## src/include/icf_consts.svh

```systemverilog
`ifndef ICF_CONSTS_SVH
`define ICF_CONSTS_SVH

// Register byte offsets.
`define ICF_OFF_CTRL 6'h00
`define ICF_OFF_STATUS 6'h04
`define ICF_OFF_FLAGS 6'h08
`define ICF_OFF_ENABLE 6'h0C

// Control register fields.
`define ICF_CTRL_EN 0
`define ICF_CTRL_MST 1
`define ICF_CTRL_GCALL 2
`define ICF_CTRL_INTERACTIVE_RECEIVE 3
`define ICF_CTRL_INTERACTIVE_RECEIVE_NACK 4
`define ICF_CTRL_SCL_OUT 6
`define ICF_CTRL_SDA_OUT 7
`define ICF_CTRL_SCL_PIN 8
`define ICF_CTRL_SDA_PIN 9
`define ICF_CTRL_SW 10
`define ICF_CTRL_RW 11
`define ICF_CTRL_NOSTRETCH 12
`define ICF_CTRL_SINGLE 13
`define ICF_CTRL_HS 15
`define ICF_CTRL_WMASK 16'hB4DF

// Event flag positions.
`define ICF_FL_DONE 0
`define ICF_FL_INTERACTIVE_RECEIVE 1
`define ICF_FL_GCALL 2
`define ICF_FL_AMATCH 3
`define ICF_FL_RXTH 4
`define ICF_FL_TXTH 5
`define ICF_FL_STOP 6
`define ICF_FL_AACK 7
`define ICF_FL_ARB 8
`define ICF_FL_TMO 9
`define ICF_FL_ANACK 10
`define ICF_FL_DNACK 11
`define ICF_FL_NREADY 12
`define ICF_FL_MSTART 13
`define ICF_FL_MSTOP 14
`define ICF_FL_TXLOCK 15
`define ICF_FL_RDMATCH 22
`define ICF_FL_WRMATCH 23
`define ICF_FL_W1C 24'hC0FFCF
`define ICF_EN_WMASK 24'hC0FFFF

// Reset values.
`define ICF_FL_RESET 24'h000030
`define ICF_ST_FIFO_RESET 4'h5
`define ICF_SYNC_RESET 3'h7

`endif

```

## src/include/icf_pkg.sv

```systemverilog
package icf_pkg;

   // Whole state of the control and flag block.
   typedef struct packed {
      logic wreq;
      logic [31:0] rdata;
      logic [15:0] ctrl;
      logic rw;
      logic [23:0] flags;
      logic [23:0] enables;
      logic [2:0] scl_sync;
      logic [2:0] sda_sync;
      logic busy;
      logic mact;
      logic [3:0] fifo_st;
      logic irq;
      logic scl_o;
      logic scl_oe;
      logic sda_o;
      logic sda_oe;
   } icf_state_t;

endpackage

```

## src/logic/icf_control_flags.sv

```systemverilog
`timescale 1ns/100ps
`include "icf_consts.svh"

// What this block does
// - Bit 0 enables; bit 1 selects master role.
// - Bit 2 accepts or ignores general call.
// - Bit 3 raises event per received byte.
// - Bit 4 picks ACK or NACK reply.
// - Bit 10 hands both lines to software.
// - Bits 7/6 drive lines; 9/8 read pins.
// - Bit 11 holds received read/write bit.
// - Bit 12 forbids slave clock stretching.
// - Status bit 5 marks own master transaction.
// - Status bit 0 marks any bus transaction.
// - Status bits 4..1 report FIFO full/empty states.
// - Slave address and general call match flags.
// - Lock flag flushes and blocks transmit FIFO.
// - Flags 14/13 mark misplaced STOP/START.
// - Flag 12 marks match with FIFO unready.
// - Flag 9 marks own clock hold timeout.
// - Flags 7/8 mark address ACK, arbitration lost.
// - Flag 5 tracks transmit count at threshold.
// - Flag 4 tracks receive count at threshold.
// - Flags 0/6/1 set; write one clears.
// - Enable register mirrors flags, resets zero.
module icf_control_flags (
   // Clock and reset.
   input wire logic clk,
   input wire logic resetn,
   // Avalon-MM register slave.
   input wire logic [5:0] avs_address,
   input wire logic avs_read,
   input wire logic avs_write,
   input wire logic [31:0] avs_writedata,
   input wire logic [3:0] avs_byteenable,
   output logic [31:0] avs_readdata,
   output logic avs_waitrequest,
   // Two-wire bus pins.
   input wire logic scl_i,
   output logic scl_o,
   output logic scl_oe,
   input wire logic sda_i,
   output logic sda_o,
   output logic sda_oe,
   // Protocol engine requests and events.
   input wire logic hw_scl_low,
   input wire logic hw_sda_low,
   input wire logic ev_addr_match,
   input wire logic ev_gen_call,
   input wire logic ev_rw_bit,
   input wire logic ev_fifo_not_ready,
   input wire logic ev_data_nack,
   input wire logic ev_addr_nack,
   input wire logic ev_hold_timeout,
   input wire logic ev_arb_lost,
   input wire logic ev_addr_ack,
   input wire logic ev_done,
   input wire logic ev_rx_byte,
   input wire logic ev_tx_lock,
   input wire logic ev_misplaced_start,
   input wire logic ev_misplaced_stop,
   // FIFO state.
   input wire logic tx_full,
   input wire logic tx_empty,
   input wire logic rx_full,
   input wire logic rx_empty,
   input wire logic [3:0] tx_count,
   input wire logic [3:0] rx_count,
   input wire logic [3:0] tx_thresh,
   input wire logic [3:0] rx_thresh,
   // Configuration to the engine.
   output logic periph_enable,
   output logic master_mode,
   output logic general_call_accept,
   output logic interactive_receive,
   output logic interactive_nack,
   output logic stretch_disable,
   output logic single_master_drive,
   output logic high_speed_enable,
   output logic tx_lock_flush,
   // Interrupt request.
   output logic irq
);

   icf_pkg::icf_state_t st_reg;
   icf_pkg::icf_state_t st_next;

   logic wr_ok;
   logic rd_ok;
   logic [31:0] be_bits;
   logic [15:0] ctrl_view;
   logic [31:0] rd_word;
   logic [23:0] fl_set;
   logic [23:0] fl_clr;
   logic scl_high;
   logic start_det;
   logic stop_det;
   logic en;
   logic mst;

   function automatic logic reg_hit(input logic [5:0] addr, input logic [5:0] off);
      reg_hit = (addr[5:2] == off[5:2]);
   endfunction

   function automatic logic [31:0] lane_mask(input logic [3:0] be);
      lane_mask = {{8{be[3]}}, {8{be[2]}}, {8{be[1]}}, {8{be[0]}}};
   endfunction

   always_comb begin
      st_next = st_reg;
      en = st_reg.ctrl[`ICF_CTRL_EN];
      mst = st_reg.ctrl[`ICF_CTRL_MST];
      // A transfer completes on the cycle that waitrequest is low.
      wr_ok = avs_write && !st_reg.wreq;
      rd_ok = avs_read && st_reg.wreq;
      be_bits = lane_mask(avs_byteenable);
      st_next.wreq = !((avs_read || avs_write) && st_reg.wreq);

      // Pins pass two flip-flops; the third stage only serves edge detection.
      st_next.scl_sync = {st_reg.scl_sync[1:0], scl_i};
      st_next.sda_sync = {st_reg.sda_sync[1:0], sda_i};
      scl_high = st_reg.scl_sync[1] && st_reg.scl_sync[2];
      start_det = scl_high && st_reg.sda_sync[2] && !st_reg.sda_sync[1];
      stop_det = scl_high && !st_reg.sda_sync[2] && st_reg.sda_sync[1];

      ctrl_view = st_reg.ctrl;
      ctrl_view[`ICF_CTRL_SCL_PIN] = st_reg.scl_sync[1];
      ctrl_view[`ICF_CTRL_SDA_PIN] = st_reg.sda_sync[1];
      ctrl_view[`ICF_CTRL_RW] = st_reg.rw;

      rd_word = 32'h0000_0000;
      if (reg_hit(avs_address, `ICF_OFF_CTRL)) begin
         rd_word = {16'h0000, ctrl_view};
      end else if (reg_hit(avs_address, `ICF_OFF_STATUS)) begin
         rd_word = {26'h000_0000, st_reg.mact, st_reg.fifo_st, st_reg.busy};
      end else if (reg_hit(avs_address, `ICF_OFF_FLAGS)) begin
         rd_word = {8'h00, st_reg.flags};
      end else if (reg_hit(avs_address, `ICF_OFF_ENABLE)) begin
         rd_word = {8'h00, st_reg.enables};
      end
      if (rd_ok) begin
         st_next.rdata = rd_word;
      end

      // Control write; read-only bits keep their stored zero.
      if (wr_ok && reg_hit(avs_address, `ICF_OFF_CTRL)) begin
         st_next.ctrl = (st_reg.ctrl & ~(be_bits[15:0] & `ICF_CTRL_WMASK))
            | (avs_writedata[15:0] & be_bits[15:0] & `ICF_CTRL_WMASK);
      end
      if (wr_ok && reg_hit(avs_address, `ICF_OFF_ENABLE)) begin
         st_next.enables = (st_reg.enables & ~(be_bits[23:0] & `ICF_EN_WMASK))
            | (avs_writedata[23:0] & be_bits[23:0] & `ICF_EN_WMASK);
      end

      // Received read/write bit is caught with the match flag.
      if (en && !mst && (ev_addr_match || (ev_gen_call && st_reg.ctrl[`ICF_CTRL_GCALL]))) begin
         st_next.rw = ev_rw_bit;
      end

      // Bus activity seen from the pins in either role.
      if (start_det) begin
         st_next.busy = 1'b1;
      end else if (stop_det) begin
         st_next.busy = 1'b0;
      end
      // Stays set through slave clock stretching since only STOP or a cleared enable bit ends it.
      if (start_det && en && mst) begin
         st_next.mact = 1'b1;
      end else if (stop_det || !en) begin
         st_next.mact = 1'b0;
      end
      st_next.fifo_st = {tx_full, tx_empty, rx_full, rx_empty};

      fl_set = 24'h00_0000;
      if (en) begin
         fl_set[`ICF_FL_DONE] = ev_done;
         fl_set[`ICF_FL_STOP] = stop_det;
         // Mode bit is meant to change only while idle, so no sync is applied.
         fl_set[`ICF_FL_INTERACTIVE_RECEIVE] = ev_rx_byte && st_reg.ctrl[`ICF_CTRL_INTERACTIVE_RECEIVE];
         fl_set[`ICF_FL_TMO] = ev_hold_timeout;
         fl_set[`ICF_FL_TXLOCK] = ev_tx_lock;
         fl_set[`ICF_FL_MSTOP] = ev_misplaced_stop;
         fl_set[`ICF_FL_MSTART] = ev_misplaced_start;
         if (!mst) begin
            fl_set[`ICF_FL_AMATCH] = ev_addr_match;
            fl_set[`ICF_FL_WRMATCH] = ev_addr_match && !ev_rw_bit;
            fl_set[`ICF_FL_RDMATCH] = ev_addr_match && ev_rw_bit;
            fl_set[`ICF_FL_GCALL] = ev_gen_call && st_reg.ctrl[`ICF_CTRL_GCALL];
            fl_set[`ICF_FL_NREADY] = ev_addr_match && ev_fifo_not_ready;
         end else begin
            fl_set[`ICF_FL_DNACK] = ev_data_nack;
            fl_set[`ICF_FL_ANACK] = ev_addr_nack;
            fl_set[`ICF_FL_AACK] = ev_addr_ack;
            fl_set[`ICF_FL_ARB] = ev_arb_lost;
         end
      end
      fl_clr = 24'h00_0000;
      if (wr_ok && reg_hit(avs_address, `ICF_OFF_FLAGS)) begin
         fl_clr = avs_writedata[23:0] & be_bits[23:0] & `ICF_FL_W1C;
      end
      // A new event beats a clear in the same cycle.
      st_next.flags = (st_reg.flags & ~fl_clr) | fl_set;
      st_next.flags[`ICF_FL_TXTH] = (tx_count <= tx_thresh);
      st_next.flags[`ICF_FL_RXTH] = (rx_count >= rx_thresh);

      st_next.irq = |(st_reg.flags & st_reg.enables);

      // Open-drain lines: output enable pulls low, except push-pull SCL.
      st_next.scl_o = 1'b0;
      st_next.sda_o = 1'b0;
      if (st_reg.ctrl[`ICF_CTRL_SW]) begin
         st_next.scl_oe = !st_reg.ctrl[`ICF_CTRL_SCL_OUT];
         st_next.sda_oe = !st_reg.ctrl[`ICF_CTRL_SDA_OUT];
      end else if (en) begin
         st_next.sda_oe = hw_sda_low;
         // Driving SCL high is safe only when no one else holds it low.
         if (st_reg.ctrl[`ICF_CTRL_SINGLE]) begin
            st_next.scl_oe = 1'b1;
            st_next.scl_o = !hw_scl_low;
         end else begin
            st_next.scl_oe = hw_scl_low;
         end
      end else begin
         st_next.scl_oe = 1'b0;
         st_next.sda_oe = 1'b0;
      end
   end

   always_ff @(posedge clk or negedge resetn) begin
      if (!resetn) begin
         st_reg <= '0;
         st_reg.wreq <= 1'b1;
         st_reg.flags <= `ICF_FL_RESET;
         st_reg.fifo_st <= `ICF_ST_FIFO_RESET;
         st_reg.scl_sync <= `ICF_SYNC_RESET;
         st_reg.sda_sync <= `ICF_SYNC_RESET;
      end else begin
         st_reg <= st_next;
      end
   end

   assign avs_readdata = st_reg.rdata;
   assign avs_waitrequest = st_reg.wreq;
   assign scl_o = st_reg.scl_o;
   assign scl_oe = st_reg.scl_oe;
   assign sda_o = st_reg.sda_o;
   assign sda_oe = st_reg.sda_oe;
   assign periph_enable = st_reg.ctrl[`ICF_CTRL_EN];
   assign master_mode = st_reg.ctrl[`ICF_CTRL_MST];
   assign general_call_accept = st_reg.ctrl[`ICF_CTRL_GCALL];
   assign interactive_receive = st_reg.ctrl[`ICF_CTRL_INTERACTIVE_RECEIVE];
   assign interactive_nack = st_reg.ctrl[`ICF_CTRL_INTERACTIVE_RECEIVE_NACK];
   assign stretch_disable = st_reg.ctrl[`ICF_CTRL_NOSTRETCH];
   assign single_master_drive = st_reg.ctrl[`ICF_CTRL_SINGLE];
   assign high_speed_enable = st_reg.ctrl[`ICF_CTRL_HS];
   assign tx_lock_flush = st_reg.flags[`ICF_FL_TXLOCK];
   assign irq = st_reg.irq;
endmodule

```

## config.mk

```make
export PLATFORM = sky130hd
export DESIGN_NAME = icf_control_flags
export DESIGN_NICKNAME = d
export VERILOG_FILES = /design/src/include/icf_pkg.sv /design/src/logic/icf_control_flags.sv
export VERILOG_INCLUDE_DIRS = /design/src /design/src/include
export SDC_FILE = /design/constraint.sdc
export NUM_CORES = 1
export LEC_CHECK = 0
export BUFFER_PORTS_ARGS = -buffer_cell sky130_fd_sc_hd__buf_2
export CORE_ASPECT_RATIO = 1.1
export CORE_UTILIZATION = 45
export CTS_CLUSTER_DIAMETER = 80
export DETAILED_ROUTE_END_ITERATION = 6
export GPL_TIMING_DRIVEN = 1
export PLACE_DENSITY = 0.78
export SLEW_MARGIN = 20
export SYNTH_ARGS = -nofsm -noshare
export SYNTH_HDL_FRONTEND = slang
export SYNTH_SLANG_ARGS = --single-unit
```

## constraint.sdc

```tcl
create_clock -name clk -period 3 [get_ports clk]
set_clock_uncertainty 0.05 [all_clocks]
set_input_delay 0.15 -clock clk [delete_from_list [all_inputs] [get_ports clk]]
set_output_delay 0.15 -clock clk [all_outputs]
set_load 0.02 [all_outputs]
```

== Word level (Yosys, flattened, before mapping) ==
Index checks and enable logic that the tools add are counted.

* Register bits after elaboration: 114
* Input bits: 84
* Word-level logic and storage cells: 94

* Magnitude comparators: 2
* Eq/ne operators: 3
* Muxes and demuxes: 25
* Bitwise operators: 12
* Reductions and logical operators: 37

{| class="wikitable"
|+ Operators by type and width
! kind !! number
|-
| AND 24 bit || 4
|-
| 2-to-1 mux 24 bit || 4
|-
| inverter 24 bit || 2
|-
| bitwise OR 24 bit || 2
|-
| AND 16 bit || 2
|-
| 2-to-1 mux 32 bit || 1
|-
| OR reduction 24 bit || 1
|-
| logical AND 1 bit || 20
|-
| inverter 16 bit || 1
|-
| bitwise OR 16 bit || 1
|-
| 2-to-1 mux 1 bit || 13
|-
| zero test 1 bit || 10
|-
| 2-to-1 mux 10 bit || 1
|-
| 2-to-1 mux 2 bit || 5
|-
| equality test 4 x 2 -> 1 bit (second input constant) || 2
|-
| equality test 4 x 1 -> 1 bit (second input constant) || 1
|-
| >= comparator 4 bit || 1
|-
| <= comparator 4 bit || 1
|-
| zero test 4 bit || 1
|-
| 2-to-1 mux 4 bit || 1
|-
| nonzero test 2 bit || 2
|-
| logical OR 1 bit || 3
|}

== Depth between registers and ports, before layout ==
* Word-level depth: 7
* Gate-level depth with buffers: 6
* Gate-level depth less buffers: 6

== Least setup slack after synthesis ==
Ideal clock, no wire load.

* Path type: reg2reg
* Start point: reg st_reg (netlist bit avs_waitrequest)
* End point: reg with a tool-made name
* Data arrival time: 1.344 ns
* Data required time: 2.825 ns
* Slack: 1.481 ns
* Cell stages (with the launch flop): 4
* Path buffers: 0
* Cell sequence: dfstp_2 > nand3b_1 > nor2_2 > mux2_2

{| class="wikitable"
|+ RTL lines
! item !! RTL line !! RTL
|-
| start: declaration || icf_control_flags.sv:85 || <nowiki>icf_pkg::icf_state_t st_reg;</nowiki>
|-
| start signal: assignment || icf_control_flags.sv:238 || <nowiki>st_reg <= st_next;</nowiki>
|}

==> impl_metrics.yaml <==
yosys:
  synthArstFlopShare: 1.00
  yosysTopAreaCell: "dfrtp_1"
  synth_flop_cell: "dfrtp_1"
  synthTopCellsByArea: "dfrtp_1, mux2_2, dfstp_2"
  synth_cells: 346
  synth_area_per_cell_um2: 11.5
  yosysWarningCount: 0
  synthesis.area_um2: 3980
  synthMostInstantiatedCell: "dfrtp_1"
  synth_cell_types: 37
  ys_ff_latch: 83
  synth_commonest_cells: "dfrtp_1, mux2_2, buf_4"
  synth_edf_count: 0
  yosys.area.top_type_share: 0.453
  seq_area_frac_synth: 0.526
global_routing:
  grt_pass1_wl_um: 15700
  grt_util_all_layers: 0.227
  grt-ovfl-total: 0
  grt_pass1_vias: 3116
  antenna_found_initial: 0
  grt_start_max_net_pins: 84
clocking:
  ctsHoldBuffers: 30
  cts_tree: "done"
  clk_transition_reported_paths_ps: 80
  post_cts_buffers: 0
  cts_root_buffer: "clkbuf_8"
  clock_path_buffers: 2
  post_cts_resize_count: 0
  insertion_delay_ps: 360
  htreeDepth: 3
  cts.sink_count: 83
  cts_inserted_buffers: 9
setup_path:
  worst-endpoint-required_ps: 3210
  critical_path_class: "flip-flop to flip-flop"
  worst_setup_path_start_kind: "flip-flop"
  worstSetupEndpointType: "flip-flop"
  cp.arrival_ps: 2080
  path_max_fanout: 16
  r2r_setup_slack_ps: 1130
routing:
  firstDrtPassIters: 4
  wl_um: 9930
  viasPerCell: 5.42
  ant_nets: 0
  drt-wirelength-per-cell_um: 17.4
  drtIter0Drc: 228
  num_vias: 3101
  drc: 0
sta:
  rsz0062_at_grt: "false"
  period_minus_slack_ps: 1870
  final.period_utilization: 0.625
  fmax_mhz: 534
  finalHoldViolCount: 0
  tightest_slew_ps: 732
  drv_slew: 0
  slew-limit-headroom: 0.512
  setup_viol: 0
  hold_slack_ps: 2.30
  finalSetupTns_ps: 0
floorplan:
  ios: 131
  core_area_um2: 8450
  die_h_um: 101
  initial_core_util: 0.470
  die_x_um: 91.6
  die_area_um2: 9210
  num_rows: 35
power:
  p_per_area_nw_per_um2: 590
  switchingPower_uw: 899
  p_clk_frac: 0.260
  power.share.sequential: 0.520
  comb_power_share: 0.220
  p_int_uw: 1970
  p_sw_frac: 0.314
  p_leak_uw: 0.00234
  irDropWorstVdd_mv: 0.234
cells_and_area:
  area_delta_synth_final_pct: 22.1
  drive_gt1_frac: 0.373
  layout.nets: 548
  diodes: 0
run:
  maxCapViolations: 0
placement:
  place_congestion: 0.836
  port_buffers: 98
  dp_hpwl_um: 6960
worst_hold_path:
  hold_class: "input pin to flip-flop"
outcome:
  status: "completed"
[path summary, 6_finish.rpt]
check                      depth (start not counted)             start               end
min                                                2  avs_writedata[0]         flip-flop
min reg2reg                                        0       st_next[15]      ctrl_view[8]
min in group asynchronous                          2            resetn        st_reg[55]
max in group asynchronous                          2            resetn  avs_readdata[11]
max reg2reg                                        3         flip-flop     ctrl_view[11]
max                                                3         flip-flop     ctrl_view[11]
[critical path: stages, from the launching register on]
cell,delay (ps)
dfrtp_1,720
inv_1,300
or3_1,420
mux2_2,280
[area by class of cell]
| class | instances | area (um^2) |
|---|---|---|
| Timing Repair Buffer | 129 | 805 |
| Fill cell | 747 | 3600 |
| Multi-Input combinational cell | 220 | 1590 |
| Tap cell | 111 | 139 |
| Clock buffer | 12 | 155 |
| Inverter | 13 | 48.8 |
| Clock inverter | 4 | 25.0 |
| Sequential cell | 83 | 2090 |
[metrics by stage]
stage                     total power [uW]   util  instance area (um^2)  instances  worst slack [ps]
after floorplan                       1900      -                  4030        360              1480
after global placement                2070  0.517                  4370        526              1040
after detailed placement              2100  0.517                  4370        526               989
after CTS                             2870  0.574                  4850        572              1110
after global routing                  2990  0.574                  4850        572              1070
final                                 2860  0.574                  4850        572              1130
[placed cells by master, fill, tap and decap left out, types with 12 or more instances in the layout]
master         synthesis  routed
o21ai_0               15      15
nand2_1               33      33
mux2_2                40      40
buf_2                  1      97
dlygate4sd3_1          0      30
conb_1                 1      15
dfrtp_1               72      72
a22o_1                12      12
a22oi_1               13      13
a21oi_1               21      21
inv_1                 13      13
[per-layer routing]
| layer | global-route usage | share of wire |
|---|---|---|
| met2 | 0.386 | 0.52 |
| met1 | 0.277 | 0.40 |
| met4 | 0.105 | 0.018 |
| met3 | 0.0505 | 0.061 |
| met5 | 0 | 0 |
[kinds of logic (layout without fill, tap and decap cells)]
logic type | count (synthesis) | count (layout) | synth area share
adder cells (fa/ha/maj) | 8 | 8 | 0.0252
other | 1 | 15 | 0.000943
buffers and inverters | 57 | 158 | 0.0875
multiplexers | 50 | 50 | 0.138
AO/OA/AOI/OAI | 84 | 84 | 0.143
flip-flops | 83 | 83 | 0.526
AND/OR/NAND/NOR | 63 | 63 | 0.0793
[power by group through the flow]
stage | logic, uW | clock network (uW) | registers (uW)
after global placement | 581 | 0 | 1490
after global routing | 682 | 793 | 1520
after CTS | 631 | 754 | 1490
after floorplan | 425 | 0 | 1480
final | 630 | 745 | 1490
after detailed placement | 598 | 0 | 1500
Power figures use the tool's default switching activity.
